==> config.mk <==
export PLATFORM = sky130hd
export DESIGN_NAME = gpd_device
export DESIGN_NICKNAME = d
export VERILOG_FILES = /design/src/verilog/gpd_pkg.sv /design/src/verilog/gpd_device.sv
export VERILOG_INCLUDE_DIRS = /design/src /design/src/verilog
export SDC_FILE = /design/constraint.sdc
export NUM_CORES = 1
export LEC_CHECK = 0
export ABC_AREA = 1
export BUFFER_PORTS_ARGS = -buffer_cell sky130_fd_sc_hd__buf_4
export CAP_MARGIN = 20
export CORE_MARGIN = 2
export CORE_UTILIZATION = 50
export CTS_BUF_LIST = sky130_fd_sc_hd__clkbuf_8
export DETAILED_ROUTE_END_ITERATION = 7
export PLACE_DENSITY = 0.76
export SYNTH_ARGS = -nofsm -noshare
export SYNTH_HDL_FRONTEND = slang
export SYNTH_SLANG_ARGS = --single-unit
==> constraint.sdc <==
create_clock -name clk -period 1.5 [get_ports clk]
set_input_delay 0.075 -clock clk [delete_from_list [all_inputs] [get_ports clk]]
set_output_delay 0.075 -clock clk [all_outputs]
set_load 0.02 [all_outputs]
==> src/verilog/gpd_defines.svh <==
// Constant offsets, fields, reset values and timing counts for the bus interface.
`ifndef GPD_DEFINES_SVH
`define GPD_DEFINES_SVH
`define GPD_ADDR_RESET 5'h10
`define GPD_ADDR_MAX 5'h1e
`define GPD_CMD_GTL 8'h01
`define GPD_CMD_SDC 8'h04
`define GPD_CMD_GET 8'h08
`define GPD_CMD_LLO 8'h11
`define GPD_CMD_DCL 8'h14
`define GPD_CMD_SPE 8'h18
`define GPD_CMD_SPD 8'h19
`define GPD_CMD_UNL 8'h3f
`define GPD_CMD_UNT 8'h5f
`define GPD_GRP_LISTEN 3'h1
`define GPD_GRP_TALK 3'h2
`define GPD_CLK_MHZ 40
`define GPD_IFC_MIN_US 100
`define GPD_IFC_CYCLES ((`GPD_IFC_MIN_US) * (`GPD_CLK_MHZ))
`define GPD_IFC_CNT_W 13
`endif

==> src/verilog/gpd_pkg.sv <==
// Types shared by the bus interface block.
package gpd_pkg;
   // Command byte as seen with attention asserted.
   typedef struct packed {
      logic valid;
      logic [7:0] data;
   } gpd_cmd_t;
   // Indicator outputs of the interface.
   typedef struct packed {
      logic remote;
      logic talk;
      logic listen;
      logic lockout;
   } gpd_ind_t;
   typedef enum logic [1:0] {
      GPD_LOCAL = 2'b00,
      GPD_REMOTE = 2'b01,
      GPD_RWLS = 2'b10
   } gpd_rl_t;
endpackage

==> src/verilog/gpd_device.sv <==
// Device-side instrument bus interface: addressing, remote/local and bus commands.
// What this block does
// - Primary address starts at 16 after reset until changed.
// - Address settings 0 to 30 accepted, others rejected.
// - Remote entered only when addressed to listen with remote enable true.
// - Talker addressing works in both remote and local.
// - In remote, front-panel keys ignored except local key.
// - Local key returns to local unless lockout is in effect.
// - Interface clear forces local, talker idle and listener idle.
// - Interface clear turns off talk and listen indicators.
// - Interface clear leaves settings, data and event registers alone.
// - After local lockout the local key no longer works.
// - Addressed go-to-local cancels remote and restores front panel.
// - Device clear pulses dev_clear only; interface state is left as it was.
// - Selective device clear acts only when addressed to listen.
// - Serial poll presents status byte while polled.
// - Group trigger fires only when bus trigger is control source.
// - Device clear empties buffers, cancels deferred commands, keeps settings.
// - Talker leaves active on untalk, another talk address, own listen address or interface clear.
`include "gpd_defines.svh"
`timescale 1ns/1ps
`default_nettype none
module gpd_device
   import gpd_pkg::*;
(
   // Clock and reset
   input wire logic clk,
   input wire logic sys_rst,
   // Bus lines, raw from the pins
   input wire logic ren_pin,
   input wire logic ifc_pin,
   input wire logic atn_pin,
   input wire logic dav_pin,
   input wire logic [7:0] dio_pin,
   // Address setting from the front panel
   input wire logic [4:0] addr_set,
   input wire logic addr_set_stb,
   output logic addr_reject,
   // Front panel
   input wire logic local_key,
   input wire logic [7:0] panel_keys,
   output logic [7:0] panel_keys_ok,
   // Instrument side
   input wire logic [7:0] status_byte,
   input wire logic trig_src_bus,
   output logic trig_evt,
   output logic dev_clear,
   output logic [4:0] prim_addr,
   // Bus answer and indicators
   output logic [7:0] dio_out,
   output logic dio_oe,
   output logic remote_indicator,
   output logic talk_indicator,
   output logic listen_indicator,
   output logic lockout
);
   // ----------------------------------------
   // Input synchronisers
   // ----------------------------------------
   logic [11:0] sync1;
   logic [11:0] sync2;
   logic [11:0] next_sync1;
   // Pins are asynchronous to clk; only sync2 is read by logic.
   always_comb begin
      next_sync1 = {ren_pin, ifc_pin, atn_pin, dav_pin, dio_pin};
   end
   always_ff @(posedge clk) begin
      if (sys_rst) begin
         sync1 <= 12'h000;
         sync2 <= 12'h000;
      end else begin
         sync1 <= next_sync1;
         sync2 <= sync1;
      end
   end
   logic ren_s, ifc_s, atn_s, dav_s;
   logic [7:0] dio_s;
   assign {ren_s, ifc_s, atn_s, dav_s, dio_s} = sync2;

   // ----------------------------------------
   // Interface clear qualifier and command strobe
   // ----------------------------------------
   logic [`GPD_IFC_CNT_W-1:0] ifc_cnt, next_ifc_cnt;
   logic ifc_done, next_ifc_done;
   logic dav_d, next_dav_d;
   logic ifc_evt;
   gpd_cmd_t cmd;
   // qualify clear length; a glitch shorter than the minimum is ignored.
   always_comb begin
      next_ifc_cnt = ifc_cnt;
      next_ifc_done = ifc_done;
      ifc_evt = 1'b0;
      if (!ifc_s) begin
         next_ifc_cnt = '0;
         next_ifc_done = 1'b0;
      end else if (ifc_cnt < `GPD_IFC_CNT_W'(`GPD_IFC_CYCLES - 1)) begin
         next_ifc_cnt = ifc_cnt + 1'b1;
      end else if (!ifc_done) begin
         next_ifc_done = 1'b1;
         ifc_evt = 1'b1;
      end
      // Edge detect on the synced strobe; dav_d resets low like the idle line, so reset makes no false byte.
      next_dav_d = dav_s;
      cmd.valid = dav_s && !dav_d;
      cmd.data = dio_s;
   end
   always_ff @(posedge clk) begin
      if (sys_rst) begin
         ifc_cnt <= '0;
         ifc_done <= 1'b0;
         dav_d <= 1'b0;
      end else begin
         ifc_cnt <= next_ifc_cnt;
         ifc_done <= next_ifc_done;
         dav_d <= next_dav_d;
      end
   end

   // ----------------------------------------
   // Address decode
   // ----------------------------------------
   logic my_listen, my_talk, cmd_atn;
   // compare five-bit field of address commands.
   assign cmd_atn = cmd.valid && atn_s && !ifc_done;
   assign my_listen = cmd_atn && cmd.data[7:5] == `GPD_GRP_LISTEN && cmd.data[4:0] == prim_addr;
   assign my_talk = cmd_atn && cmd.data[7:5] == `GPD_GRP_TALK && cmd.data[4:0] == prim_addr;

   // ----------------------------------------
   // Interface state
   // ----------------------------------------
   logic [4:0] next_prim_addr;
   logic next_addr_reject;
   gpd_rl_t rl, next_rl;
   logic lad, tad, llo, spoll;
   logic next_lad, next_tad, next_llo, next_spoll;
   logic next_trig, next_clr;
   always_comb begin
      next_prim_addr = prim_addr;
      next_addr_reject = 1'b0;
      next_rl = rl;
      next_lad = lad;
      next_tad = tad;
      next_llo = llo;
      next_spoll = spoll;
      next_trig = 1'b0;
      next_clr = 1'b0;
      if (addr_set_stb) begin
         if (addr_set <= `GPD_ADDR_MAX) begin
            next_prim_addr = addr_set;
         end else begin
            next_addr_reject = 1'b1;
         end
      end
      if (cmd_atn) begin
         case (cmd.data)
            `GPD_CMD_UNL: next_lad = 1'b0;
            `GPD_CMD_UNT: next_tad = 1'b0;
            // lockout also disables the local key.
            `GPD_CMD_LLO: next_llo = 1'b1;
            // device clear for every device. pulse flushes queues only.
            `GPD_CMD_DCL: next_clr = 1'b1;
            `GPD_CMD_SPE: next_spoll = 1'b1;
            `GPD_CMD_SPD: next_spoll = 1'b0;
            `GPD_CMD_GTL: if (lad) next_rl = GPD_LOCAL;
            // selective clear only while addressed to listen.
            `GPD_CMD_SDC: if (lad) next_clr = 1'b1;
            // trigger only with bus trigger as source.
            `GPD_CMD_GET: if (lad && trig_src_bus) next_trig = 1'b1;
            default: ;
         endcase
         if (my_listen) begin
            // own listen address idles the talker.
            next_lad = 1'b1;
            next_tad = 1'b0;
            // remote only when addressed to listen with remote enable.
            if (ren_s && rl == GPD_LOCAL) next_rl = GPD_REMOTE;
         end else if (my_talk) begin
            // talker addressing independent of remote state.
            next_tad = 1'b1;
            next_lad = 1'b0;
         end else if (cmd.data[7:5] == `GPD_GRP_TALK) begin
            next_tad = 1'b0;
         end
      end
      // local key returns to local unless locked out.
      if (local_key && rl == GPD_REMOTE && !llo) next_rl = GPD_LOCAL;
      if (!ren_s) begin
         next_rl = GPD_LOCAL;
         next_llo = 1'b0;
      end
      // clear forces local and idle. indicators follow. no settings touched.
      if (ifc_evt) begin
         next_rl = GPD_LOCAL;
         next_lad = 1'b0;
         next_tad = 1'b0;
         next_spoll = 1'b0;
      end
   end
   always_ff @(posedge clk) begin
      if (sys_rst) begin
         // primary address starts at its default.
         prim_addr <= `GPD_ADDR_RESET;
         addr_reject <= 1'b0;
         rl <= GPD_LOCAL;
         lad <= 1'b0;
         tad <= 1'b0;
         llo <= 1'b0;
         spoll <= 1'b0;
         trig_evt <= 1'b0;
         dev_clear <= 1'b0;
      end else begin
         prim_addr <= next_prim_addr;
         addr_reject <= next_addr_reject;
         rl <= next_rl;
         lad <= next_lad;
         tad <= next_tad;
         llo <= next_llo;
         spoll <= next_spoll;
         trig_evt <= next_trig;
         dev_clear <= next_clr;
      end
   end

   // ----------------------------------------
   // Outputs
   // ----------------------------------------
   logic [7:0] next_dio_out;
   // status byte driven while polled and addressed to talk.
   always_comb begin
      next_dio_out = (spoll && tad) ? status_byte : 8'h00;
   end
   always_ff @(posedge clk) begin
      if (sys_rst) begin
         dio_out <= 8'h00;
      end else begin
         dio_out <= next_dio_out;
      end
   end
   // The answer is released as soon as attention is seen, so a command byte is never corrupted.
   assign dio_oe = tad && !atn_s;
   // remote indicator tracks the remote state.
   assign remote_indicator = (rl == GPD_REMOTE);
   assign talk_indicator = tad;
   assign listen_indicator = lad;
   assign lockout = llo;
   // panel keys masked in remote; the local key is a separate input.
   assign panel_keys_ok = (rl == GPD_REMOTE) ? 8'h00 : panel_keys;

   // ----------------------------------------
   // Checks
   // ----------------------------------------
   AST_ADDR_RESET: assert property (@(posedge clk) $fell(sys_rst) |-> prim_addr == `GPD_ADDR_RESET)
      else $error("address not 16 after reset");
   AST_ADDR_RANGE: assert property (@(posedge clk) disable iff (sys_rst)
      addr_set_stb && addr_set > `GPD_ADDR_MAX |=> prim_addr == $past(prim_addr) && addr_reject)
      else $error("bad address accepted");
   AST_REM_NEEDS_LISTEN: assert property (@(posedge clk) disable iff (sys_rst)
      $rose(remote_indicator) |-> $past(my_listen) && $past(ren_s))
      else $error("remote without listen address");
   AST_TALK_ANY: assert property (@(posedge clk) disable iff (sys_rst)
      my_talk && !ifc_evt |=> talk_indicator)
      else $error("talk address missed");
   AST_PANEL_MASK: assert property (@(posedge clk) disable iff (sys_rst)
      remote_indicator |-> panel_keys_ok == 8'h00)
      else $error("panel key passed in remote");
   AST_LOCAL_KEY: assert property (@(posedge clk) disable iff (sys_rst)
      local_key && remote_indicator && !lockout && !my_listen |=> !remote_indicator)
      else $error("local key ignored");
   AST_IFC_IDLE: assert property (@(posedge clk) disable iff (sys_rst)
      ifc_evt |=> !remote_indicator && !talk_indicator && !listen_indicator)
      else $error("clear did not idle");
   AST_LLO_KEY: assert property (@(posedge clk) disable iff (sys_rst)
      lockout && remote_indicator && ren_s && !cmd_atn && !ifc_evt |=> remote_indicator)
      else $error("local key worked under lockout");
   AST_SDC_GATE: assert property (@(posedge clk) disable iff (sys_rst)
      cmd_atn && cmd.data == `GPD_CMD_SDC && !lad |=> !dev_clear)
      else $error("unaddressed selective clear");
   // Command effects land one cycle after the byte is taken.
   AST_DCL_PULSE: assert property (@(posedge clk) disable iff (sys_rst)
      cmd_atn && cmd.data == `GPD_CMD_DCL |=> dev_clear)
      else $error("device clear not pulsed");
   AST_UNT_IDLE: assert property (@(posedge clk) disable iff (sys_rst)
      cmd_atn && cmd.data == `GPD_CMD_UNT |=> !talk_indicator)
      else $error("untalk left talker active");
   AST_GTL_LOCAL: assert property (@(posedge clk) disable iff (sys_rst)
      cmd_atn && cmd.data == `GPD_CMD_GTL && lad |=> !remote_indicator)
      else $error("go to local ignored");
   AST_POLL_BYTE: assert property (@(posedge clk) disable iff (sys_rst)
      spoll && tad |=> dio_out == $past(status_byte))
      else $error("status byte not presented");
   AST_GET_SRC: assert property (@(posedge clk) disable iff (sys_rst)
      trig_evt |-> $past(trig_src_bus) && $past(lad))
      else $error("trigger without bus source");
   COV_REMOTE: cover property (@(posedge clk) $rose(remote_indicator));
   COV_LOCKOUT: cover property (@(posedge clk) lockout && local_key && remote_indicator);
   COV_IFC: cover property (@(posedge clk) ifc_evt && talk_indicator);
   COV_POLL: cover property (@(posedge clk) dio_oe && spoll);
endmodule
`default_nettype wire

# --- Yosys cells after proc, flatten, opt, wreduce, memory -nomap -nowiden ---
# Cells that the tools add are included.
op_classes:
  add_sub_neg: 1
  bitwise_logic: 6
  mux: 20
  n_lt_le_gt_ge: 2
  n_eq_ne: 13
  n_reduce_logical: 34
op_table:
  columns: ["op", "n"]
  rows:
  - ["$eq 8x5->1 const B", 4]
  - ["$add 13x1->13 const B", 1]
  - ["$logic_and 1x1->1", 13]
  - ["$lt 13x12->1 const B", 1]
  - ["$mux 1", 13]
  - ["$reduce_or 2->1", 6]
  - ["$reduce_and 2->1", 5]
  - ["$eq 8x1->1 const B", 1]
  - ["$eq 8x3->1 const B", 1]
  - ["$eq 8x4->1 const B", 1]
  - ["$eq 8x6->1 const B", 1]
  - ["$eq 8x7->1 const B", 1]
  - ["$mux 2", 4]
  - ["$mux 8", 1]
  - ["$not 1->1", 6]
  - ["$eq 5x5->1", 1]
  - ["$le 5x5->1 const B", 1]
  - ["$logic_not 1->1", 4]
  - ["$pmux 1 s2", 2]
  - ["$reduce_bool 4->1", 1]
  - ["$reduce_or 4->1", 1]
  - ["$eq 3x1->1 const B", 1]
  - ["$eq 3x2->1 const B", 1]
  - ["$reduce_bool 3->1", 1]
  - ["4 further kinds", 4]
word_totals:
  out_inout_bits: 29
  regBits: 61
  wordCells: 91

# --- Depth between registers and ports, before layout ---
# Gate-level depths: netlist of the first run.
logic_depth:
  depth_word: 8
  ltp_mapped: 10

# --- Worst setup path before layout of the first run ---
# OpenSTA, ideal clock, no wires.
synth_path:
  path_kind: "register -> register"
  start: "reg ifc_cnt[0]"
  end: "reg ifc_cnt[8]"
  period_less_slack_ps: 1273
  setup_slack_ps: 227
  t_required_ps: 1358
  setup_time_ps: 142
  t_arrival_ps: 1131
  path_stages_with_launch: 8
  path_cell_list: "dfxtp_1 -> ha_1 -> inv_1 -> nor2_1 -> nand3_1 -> xnor2_1 -> nand2_1 -> a21oi_2"
synth_via:
  elab_chain_cells: 1
  word_cells_on_any_way: 2
synth_rtl:
  columns: ["item", "line_no", "text"]
  rows:
  - ["from (decl)", "gpd_device.sv:83", "logic [`GPD_IFC_CNT_W-1:0] ifc_cnt, next_ifc_cnt;"]
  - ["from (signal assigned)", "gpd_device.sv:113", "ifc_cnt <= next_ifc_cnt;"]
  - ["$add 13x1->13 or $lt 13x12->1 (tied branches)", "gpd_device.sv:97, gpd_device.sv:96", null]
# Parallel ways exist; a longest one is shown, timed or not.
# A chain may end at the register's enable or synchronous reset.

# --- Worst setup path after layout of the first run ---
layout_path:
  start: "reg ifc_cnt[2]"
  end: "reg ifc_cnt[1]"
layout_via:
  elab_chain_cells: 1
layout_rtl:
  columns: ["item", "line_no", "text"]
  rows:
  - ["$lt 13x12->1", "gpd_device.sv:96", "end else if (ifc_cnt < `GPD_IFC_CNT_W'(`GPD_IFC_CYCLES - 1)) begin"]
# No other way between the ends.

==> results.md, run 1 <==
- Status: finished, final reports clean
- Least-Margin Pin Slew: 400 ps
- Pre-CTS setup slack: 91.2 ps
- Synth Area in Compound Gates: 6.91%
- Clock Skew: 6.97 ps
- DRT Pass-1 Iters: 5
- Max_cap viols: 0
- Final instance area: 0.00362 mm2
- Mean Syn Cell Area: about 7.3 um2
- Die ar.: between 0.005 and 0.006 mm2
- Ys flop type: dfxtp_1
- Fin nets: 494
- DRC: 0
- DR vias: 2445
- Share of cells above drive strength 1: 25.3%
- First-pass GRT wire length: 9.98 mm
- Final core utilization: 71.8%
- Routed wire length: approximately 6 mm
- Post-DP Area: 0.00319 mm2
- Largest family of logic cells by synthesized area: simple AND/OR/NAND/NOR gates
- Post-synth EDFFs: 0
- Synth Cell Area: roughly 0.0026 mm2
- Final hold violations: 0
- Mapped Nets: approximately 390
- Max layer used: met4
- Endpoints failing setup: 0
- Initial Util: 51.4%
- Final period util: 93.4%
- TritonCTS clock tree: yes
- Clk sinks: 61
- Worst skew pair latency: between 300 and 400 ps
- Pins Over Slew Limit: 0
- Initial antenna violation count: 0
- CTS root buf: clkbuf_8
- Via/cell ratio: 4.62
- DIE WIDTH: 76.0 um
- Post-route ant nets: 0
- Synth Warn #: 0
- Routed wl met3: around 290 um
- Die H: 76.0 um
- Crit path max fanout: 5
- Grt ovf: 0
- Final Critical Period: between 1000 and 1500 ps
- Routed wire per std cell: 11.1 um
- PnR worst setup slack: 98.3 ps
- P_leak: 1.70 nW
- Seq cells post-synth: 61
- CTS max path bufs: 2
- Maximum number of pins on one net before global-route repair: 19
- DR WL met2: 3.00 mm
- CTS Buf Count: 9
- CTS clk-pin slew, worst paths: 70 ps
- GRT Util Overall: between 20% and 30%
- Post-Synthesis Cells: 354
- Async set-reset flop share out of synthesis: 0%
- Area of the core: 0.00504 mm2
- Critical path endpoint category: flop
- Pwr dens: 940 mW/mm2
- Max_slew headroom: 73.1%
- Worst hold path type: in2reg
- N_diodes: 0
- Synth Area in Simple Gates: 29.3%
- Metal-1 WL: 2.43 mm
- Peak supply drop: 0.931 mV
- Num ports: 67
- Worst Path Arrival: around 1600 ps
- XOR/XNOR Fraction of Synth Area: 3.72%
- Port Buffers: 66
- Yosys cell types: 30
- Critical path class: reg2reg
- Register area share after synthesis: 47.1%
- Initial drt markers: 122
- H-tree levels: 3
- Row Count: 26
- Post-DP HPWL: slightly below 4 mm
- CP required: 1720 ps
- Vias in the first global route: 2285
- F_max: 713 MHz
- Setup crit start kind: flop
- Area Overhead vs Synth: 39.8%
- Mux contribution to synthesized area: 0%
- Post-Synth Adder-Cell Area: less than 1%
- GP Congestion: 0.854
-- metal layers --
| metal | track usage (%) | vias to the layer above |
|---|---|---|
| met5 | 0 | - |
| met4 | 10.9 | 0 |
| met3 | 4.98 | 16 |
| met2 | 37.2 | 68 |
| met1 | 25.2 | 1091 |
| li1 | - | 1270 |
-- synth_stat cells, drive strengths merged, types with 2 or more instances --
cell   count  share of area, %
xnor2      3               1.0
a21oi     18               4.9
nand2     61               9.8
xor2       8               2.7
inv       75                11
o21ai      5              0.97
nor3       7               1.8
nand4      5               1.2
a31oi      2              0.48
nand3     23               4.4
buf        5               1.4
dfxtp     61                47
nor2      73                11
-- cells by family after synthesis --
group                      Yosys count
AOI/OAI and AO/OA                   27
and+or+nand+nor                    173
buffers and inverters               81
xor gates and xnor gates            11
DFF                                 61
adders and majority gates            1
-- cell type report --
type	count	area [um2]
Clock buffer	11	151
Clock inverter	4	41.3
Fill cell	394	1420
Inverter	75	284
Multi-Input combinational cell	212	1060
Sequential cell	61	1230
Tap cell	70	87.6
Timing Repair Buffer	96	773
-- state kept, by name (all words and copies together) (netlist names), 2 cells and up --
name,count
dio_out,8
ifc_cnt,13
prim_addr,5
rl,2
sync1,12
sync2,12
-- where the power goes --
group	switching [mW]	total, mW	internal, mW
combinational	0.138	0.302	0.164
sequential	0.0243	1.69	1.66
clock	0.585	1.42	0.831
total	0.747	3.40	2.66
-- worst max-delay path, stage by stage, from the launching register on --
cell     delay, ps
dfxtp_1        390
nand2_1        140
nor3_4         240
buf_4          160
a21oi_2         60
buf_4          160
nor2_1          90
nor2_1          50
-- repair_timing --
| item | 4_1_cts | 5_1_grt |
|---|---|---|
| hold buffers | 21 | 0 |
| setup endpoints to repair | 0 | 13 |
| buffers inserted | 0 | 1 |
| hold endpoints to repair | 21 | 0 |
| gates resized for setup | 0 | 7 |
-- through the flow --
stage / cells / hold slack, ps / setup TNS [ps] / total power, mW
after global placement: 492 / 275 / 0 / 1.97
after global routing: 529 / 40.6 / -24.6 / 3.55
after detailed placement: 492 / 283 / 0 / 1.98
after floorplan: 354 / 182 / 0 / 1.84
after CTS: 528 / 0.694 / 0 / 3.42
final: 529 / 16.4 / 0 / 3.40
-- final timing paths --
path / from / end / slack (ps) / depth (start not counted)
hold / removal: addr_set[4] / prim_addr[4] / 20 / 3
setup reg to reg: ifc_cnt[2] / ifc_cnt[1] / 100 / 7
setup / recovery: ifc_cnt[2] / ifc_cnt[1] / 100 / 7
hold reg to reg: sync1[7] / sync2[7] / 400 / 2
-- placed cells by master, fill, tap and decap left out, types with 3 or more instances in the layout --
master	netlist	final
o21ai_0	5	5
buf_4	0	75
nor3_1	6	6
dlygate4sd3_1	0	21
nor2_1	71	70
xnor2_1	3	3
clkbuf_8	0	11
a21oi_2	10	10
dfxtp_2	0	4
xor2_1	8	8
a21oi_1	8	8
dfxtp_1	61	57
nand3_1	23	23
nand4_1	5	5
inv_1	73	76
nand2_2	7	7
nand2_1	53	53
(Power assumes the default switching activity.)
==> run 2: changes to the inputs <==
--- a/config.mk
+++ b/config.mk
@@ -6,14 +6,13 @@
 export SDC_FILE = /design/constraint.sdc
 export NUM_CORES = 1
 export LEC_CHECK = 0
-export ABC_AREA = 1
 export BUFFER_PORTS_ARGS = -buffer_cell sky130_fd_sc_hd__buf_4
 export CAP_MARGIN = 20
 export CORE_MARGIN = 2
 export CORE_UTILIZATION = 50
 export CTS_BUF_LIST = sky130_fd_sc_hd__clkbuf_8
 export DETAILED_ROUTE_END_ITERATION = 7
-export PLACE_DENSITY = 0.76
+export PLACE_DENSITY = 0.77
 export SYNTH_ARGS = -nofsm -noshare
 export SYNTH_HDL_FRONTEND = slang
 export SYNTH_SLANG_ARGS = --single-unit
==> run 2 against run 1 <==
Compared with the run above: via count decreased by 14%; non-clock buffer count increased by 7; sequential share of layout area increased by 1.5 points; setup slack worse by 22 ps; clock-buffer cell count shrank 2; clock power is 6% lower; routed wire length is 10% lower; maximum frequency is 1.6% lower; synthesized cell count fell by 31%; sequential power barely moved; critical path type unchanged; largest power group unchanged; highest routed layer unchanged.
==> results.md, run 2 <==
- Mean Syn Cell Area: 9.71 um2
- Ys flop type: dfxtp_1
- Pre-CTS setup slack: -6.70 ps
- Status: finished, final reports clean
- GP Congestion: 0.807
- DRT Pass-1 Iters: 4
- DRC: 0
- Clock Skew: between 7 and 8 ps
- Clk sinks: 61
- Post-Synthesis Cells: roughly 240
- Routed wire per std cell: 13.0 um
- Yosys cell types: 44
- Grt ovf: 0
- CP max-delay cell: dfxtp_1
- Final Critical Period: around 1400 ps
- Max_slew headroom: roughly 76%
- Most frequent cell after synthesis: dfxtp_1
- Largest reg by FF count: ifc_cnt
- Num ports: 67
- Mapped Nets: 282
- Area Overhead vs Synth: 46.4%
- TNS Setup: 0 ps
- Top cells by area, synth: dfxtp_1 (52%), nor2b_1 (6.9%), and2_1 (4.2%)
- GRT Util Overall: 21.8%
- Fin nets: 391
- Final hold violations: 0
- Area leader, netlist: dfxtp_1
- Post-DP Area: 0.00301 mm2
- Post-DP HPWL: 3.63 mm
- Die H: 72.7 um
- Die ar.: 0.00529 mm2
- Worst Path Arrival: 1650 ps
- Final period util: 94.9%
- Worst skew pair latency: ~330 ps
- P_leak: 1.44 nW
- Routed wire length: roughly 5.3 mm
- Initial antenna violation count: 0
- TritonCTS clock tree: yes
- CTS root buf: clkbuf_8
- Worst hold path type: in2reg
- Endpoints failing setup: 0
- Register area share after synthesis: 51.7%
- Pwr dens: 964 mW/mm2
- Initial Util: a little over half
- Pins Over Slew Limit: 0
- Largest regs: ifc_cnt (13), sync1 (12), sync2 (12)
- CTS max path bufs: 2
- CTS Buf Count: 9
- F_max: 702 MHz
- Setup crit start kind: flop
- Peak supply drop: 1.05 mV
- DR vias: 2108
- Synth cell count leaders: dfxtp_1 (61), nor2b_1 (26), and2_1 (16), nand2_1 (16)
- Critical path class: reg2reg
- Via/cell ratio: between 5 and 6
- Async set-reset flop share out of synthesis: 0%
- Commonest cells after routing, fill and taps aside: buf_4 (80), dfxtp_1 (60), nor2b_1 (26)
- Max_cap viols: 0
- Maximum number of pins on one net before global-route repair: 30
- Post-synth EDFFs: 0
- First-pass GRT wire length: between 8 and 9 mm
- Vias in the first global route: 2022
- Seq cells post-synth: 61
- Crit path max fanout: 4
- Share of cells above drive strength 1: between 30% and 40%
- Initial drt markers: 64
- Final instance area: 0.00346 mm2
- Area share of the largest cell type after synthesis: slightly above 50%
- RSZ-0062 raised after global routing: true
- Max incr delay on CP: ~330 ps
- Least-Margin Pin Slew: 360 ps
- CP cell instances: nor3_2 > o21a_1 > o41ai_2 > buf_4 > a2111oi_2
- CTS clk-pin slew, worst paths: 70 ps
- Port Buffers: 66
- Row Count: 24
- H-tree levels: 3
- N_diodes: 0
- DIE WIDTH: 72.7 um
- CP required: approximately 1700 ps
- Most common cell after layout, fill and taps aside: buf_4
- Largest register FFs: 13
- Synth Cell Area: 0.00236 mm2
- Critical path endpoint category: flop
- PnR worst setup slack: approximately 76 ps
- Area of the core: 0.00444 mm2
- Post-route ant nets: 0
- Synth Warn #: 0
[run 2: cell count changes after synthesis, moves of 5 or more]
cell / delta
nand2_1: -37
nand2b_1: +6
nand2_2: -7
mux2i_1: +7
nor2b_1: +26
a21oi_2: -10
inv_1: -67
nor2_1: -58
a21oi_1: +5
nand3_1: -15
xor2_1: -6
and2_1: +16
[run 2: through the flow]
stage / utilization, % / hold slack (ps) / power, mW / instances
after global routing: 77.8 / 12.2 / 3.47 / 408
after floorplan: - / 193 / 1.84 / 243
after CTS: 77.0 / 0.172 / 3.36 / 408
after detailed placement: 67.6 / 282 / 1.98 / 370
after global placement: 67.6 / 277 / 1.97 / 370
final: 77.8 / 17.3 / 3.33 / 408
[run 2: worst max-delay path, delay by kind of cell, from the launching register on]
kind                   cells  cell delay [ps]
AND/OR/NAND/NOR            1              280
buffers and inverters      1              160
AO/OA/AOI/OAI              3              550
flip-flops                 1              330
[run 2: cell type report]
type | instances | area [um2]
timing repair buffer | 103 | 831
fill | 307 | 988
multi-input combinational | 170 | 1130
clock inverter | 6 | 56.3
clock buffer | 9 | 124
tap | 52 | 65.1
sequential | 61 | 1220
inverter | 7 | 26.3
[run 2: cells by family after synthesis]
logic type | count (synthesis) | share of synthesized area, %
mux | 7 | 2.97
simple gates | 118 | 28.8
flops | 61 | 51.7
xor+xnor | 5 | 1.86
buf+inv | 12 | 1.96
compound gates | 39 | 12.1
fa+ha+maj | 1 | 0.530
[run 2: per-layer routing]
metal	global-route usage (%)	wire length [um]
met5	0	0
met4	8.64	85
met3	7.87	279
met2	38.7	2730
met1	23.3	2200
[run 2: repair_timing]
item | in CTS | in global routing
endpoints found under the setup margin | 1 | 13
hold buffers | 23 | 0
gates resized for setup | 1 | 10
endpoints found under the hold margin | 23 | 0
buffers inserted | 0 | 0
[run 2: power breakdown]
part           switching [mW]  internal [mW]
clock network           0.597          0.742
logic                   0.122          0.183
registers              0.0248           1.66
[run 2: worst paths after layout]
check,from,end,slack [ps],depth (start not counted)
setup / recovery,ifc_cnt[12],talk_indicator,80,5
hold / removal,addr_set[3],addr_reject,20,3
setup reg to reg,ifc_cnt[12],talk_indicator,80,5
hold reg to reg,sync1[11],sync2[11],430,1
==> run 3: changes to the inputs <==
--- a/config.mk
+++ b/config.mk
@@ -12,6 +12,7 @@
 export CORE_UTILIZATION = 50
 export CTS_BUF_LIST = sky130_fd_sc_hd__clkbuf_8
 export DETAILED_ROUTE_END_ITERATION = 7
+export MAX_ROUTING_LAYER = met4
 export PLACE_DENSITY = 0.77
 export SYNTH_ARGS = -nofsm -noshare
 export SYNTH_HDL_FRONTEND = slang
==> run 3 against run 2 <==
Compared with the run above: critical endpoint unchanged; global-route usage increased by 0.70 points; flip-flop and latch count unchanged; register-to-register slack about the same; clock skew decreased by 0.51 ps; non-clock buffer count unchanged; total power about the same; highest routed layer unchanged; core utilization unchanged; die area unchanged; via count increased by 0.43%; critical path depth unchanged.
==> results.md, run 3 (synthesized netlist as in run 2, its figures left out) <==
- Status: finished, final reports clean
- CTS Buf Count: 9
- TritonCTS clock tree: yes
- Most common cell after layout, fill and taps aside: buf_4
- Via/cell ratio: 5.19
- RSZ-0062 raised after global routing: true
- GRT Util Overall: approximately 22%
- Clock Skew: 7.41 ps
- Initial Util: 53.1%
- Maximum number of pins on one net before global-route repair: 30
- Area of the core: 0.00444 mm2
- Final period util: 95.0%
- Max incr delay on CP: 330 ps
- Row Count: 24
- Die ar.: 0.00529 mm2
- CTS root buf: clkbuf_8
- Area Overhead vs Synth: 46.4%
- Least-Margin Pin Slew: 360 ps
- P_leak: 1.44 nW
- Initial antenna violation count: 0
- Critical path class: reg2reg
- Grt ovf: 0
- GP Congestion: around 0.8
- F_max: 702 MHz
- Critical path endpoint category: flop
- Post-DP HPWL: 3.63 mm
- Routed wire length: 5.30 mm
- CP cell instances: nor3_2 > o21a_1 > o41ai_2 > buf_4 > a2111oi_2
- DRT Pass-1 Iters: 4
- Setup crit start kind: flop
- Port Buffers: 66
- Max_slew headroom: 75.8%
- CP required: 1730 ps
- Largest register FFs: 13
- Post-route ant nets: 0
- Fin nets: 391
- Worst skew pair latency: 330 ps
- N_diodes: 0
- CTS max path bufs: 2
- Endpoints failing setup: 0
- DR vias: 2117
- Placed Cells: 370
- Worst Path Arrival: roughly 1700 ps
- TNS Setup: 0 ps
- WHS: roughly 17 ps
- Routed wire per std cell: between 10 and 15 um
- Final hold violations: 0
- Largest reg by FF count: ifc_cnt
- Worst hold path type: in2reg
- Max_cap viols: 0
- Pwr dens: 963 mW/mm2
- Clk sinks: just over 60
- Filler cell count: roughly 310
- Peak supply drop: about 1.1 mV
- DRC: 0
- Post-DP Area: 0.00301 mm2
- Die H: 72.7 um
- Final instance area: between 0.003 and 0.004 mm2
- DIE WIDTH: 72.7 um
- Share of cells above drive strength 1: 31.7%
- Final Critical Period: between 1000 and 1500 ps
- Pins Over Slew Limit: 0
- Post-Layout Cell Count: 408
- CP max-delay cell: dfxtp_1
- Initial drt markers: 67
- First-pass GRT wire length: 8.74 mm
- Largest regs: ifc_cnt (13), sync1 (12), sync2 (12)
- Crit path max fanout: 4
- CTS clk-pin slew, worst paths: 70 ps
- Commonest cells after routing, fill and taps aside: buf_4 (80), dfxtp_1 (60), nor2b_1 (26)
- H-tree levels: 3
- Num ports: 67
- Vias in the first global route: 2021
==> run 3: what timing repair did <==
item / 4_1_cts / 5_1_grt
gates resized for setup: 1 / 10
hold buffers: 23 / 0
hold endpoints to repair: 23 / 0
setup endpoints to repair: 1 / 13
setup buffers: 0 / 0
pin swaps: 0 / 0
==> run 3: routing by layer <==
layer | part of all wire, % | wire length [um] | vias up | GRT usage (%)
met5 | 0 | 0 | - | -
met1 | 41 | 2190 | 978 | 23.6
met4 | 1.6 | 86 | 0 | 8.64
met3 | 5.3 | 282 | 10 | 7.87
li1 | - | - | 1071 | -
met2 | 52 | 2740 | 58 | 38.6
==> run 3: through the flow <==
stage	power (mW)	worst slack [ps]	util, %
after CTS	3.36	18.9	77.0
after detailed placement	1.98	-6.70	67.6
after global placement	1.97	51.5	67.6
after global routing	3.48	0.568	77.8
after floorplan	1.84	125	-
final	3.33	75.2	77.8
==> run 3: power by group <==
part | internal (mW) | switching (mW)
logic | 0.183 | 0.122
registers | 1.66 | 0.0248
clock network | 0.742 | 0.596
==> run 3: area by class of cell <==
class,instances,area [um2],share of cell area [%]
Sequential cell,61,1220,35.4
Multi-Input combinational cell,170,1130,32.7
Timing Repair Buffer,103,831,24.0
Clock buffer,9,124,3.58
Tap cell,52,65.1,1.88
Clock inverter,6,56.3,1.63
Inverter,7,26.3,0.760
==> run 3: worst paths after layout <==
| path | start | to | slack (ps) | cells after the start |
|---|---|---|---|---|
| max | ifc_cnt[12] | talk_indicator | 80 | 5 |
| min reg2reg | sync1[11] | sync2[11] | 430 | 1 |
| min | addr_set[3] | addr_reject | 20 | 3 |
| max reg2reg | ifc_cnt[12] | talk_indicator | 80 | 5 |
==> run 3: worst max-delay path: cells and delay by family, from the launching register on <==
family / cells / cell delay, ps
compound gates: 3 / 550
flops: 1 / 330
simple gates: 1 / 280
buf+inv: 1 / 160
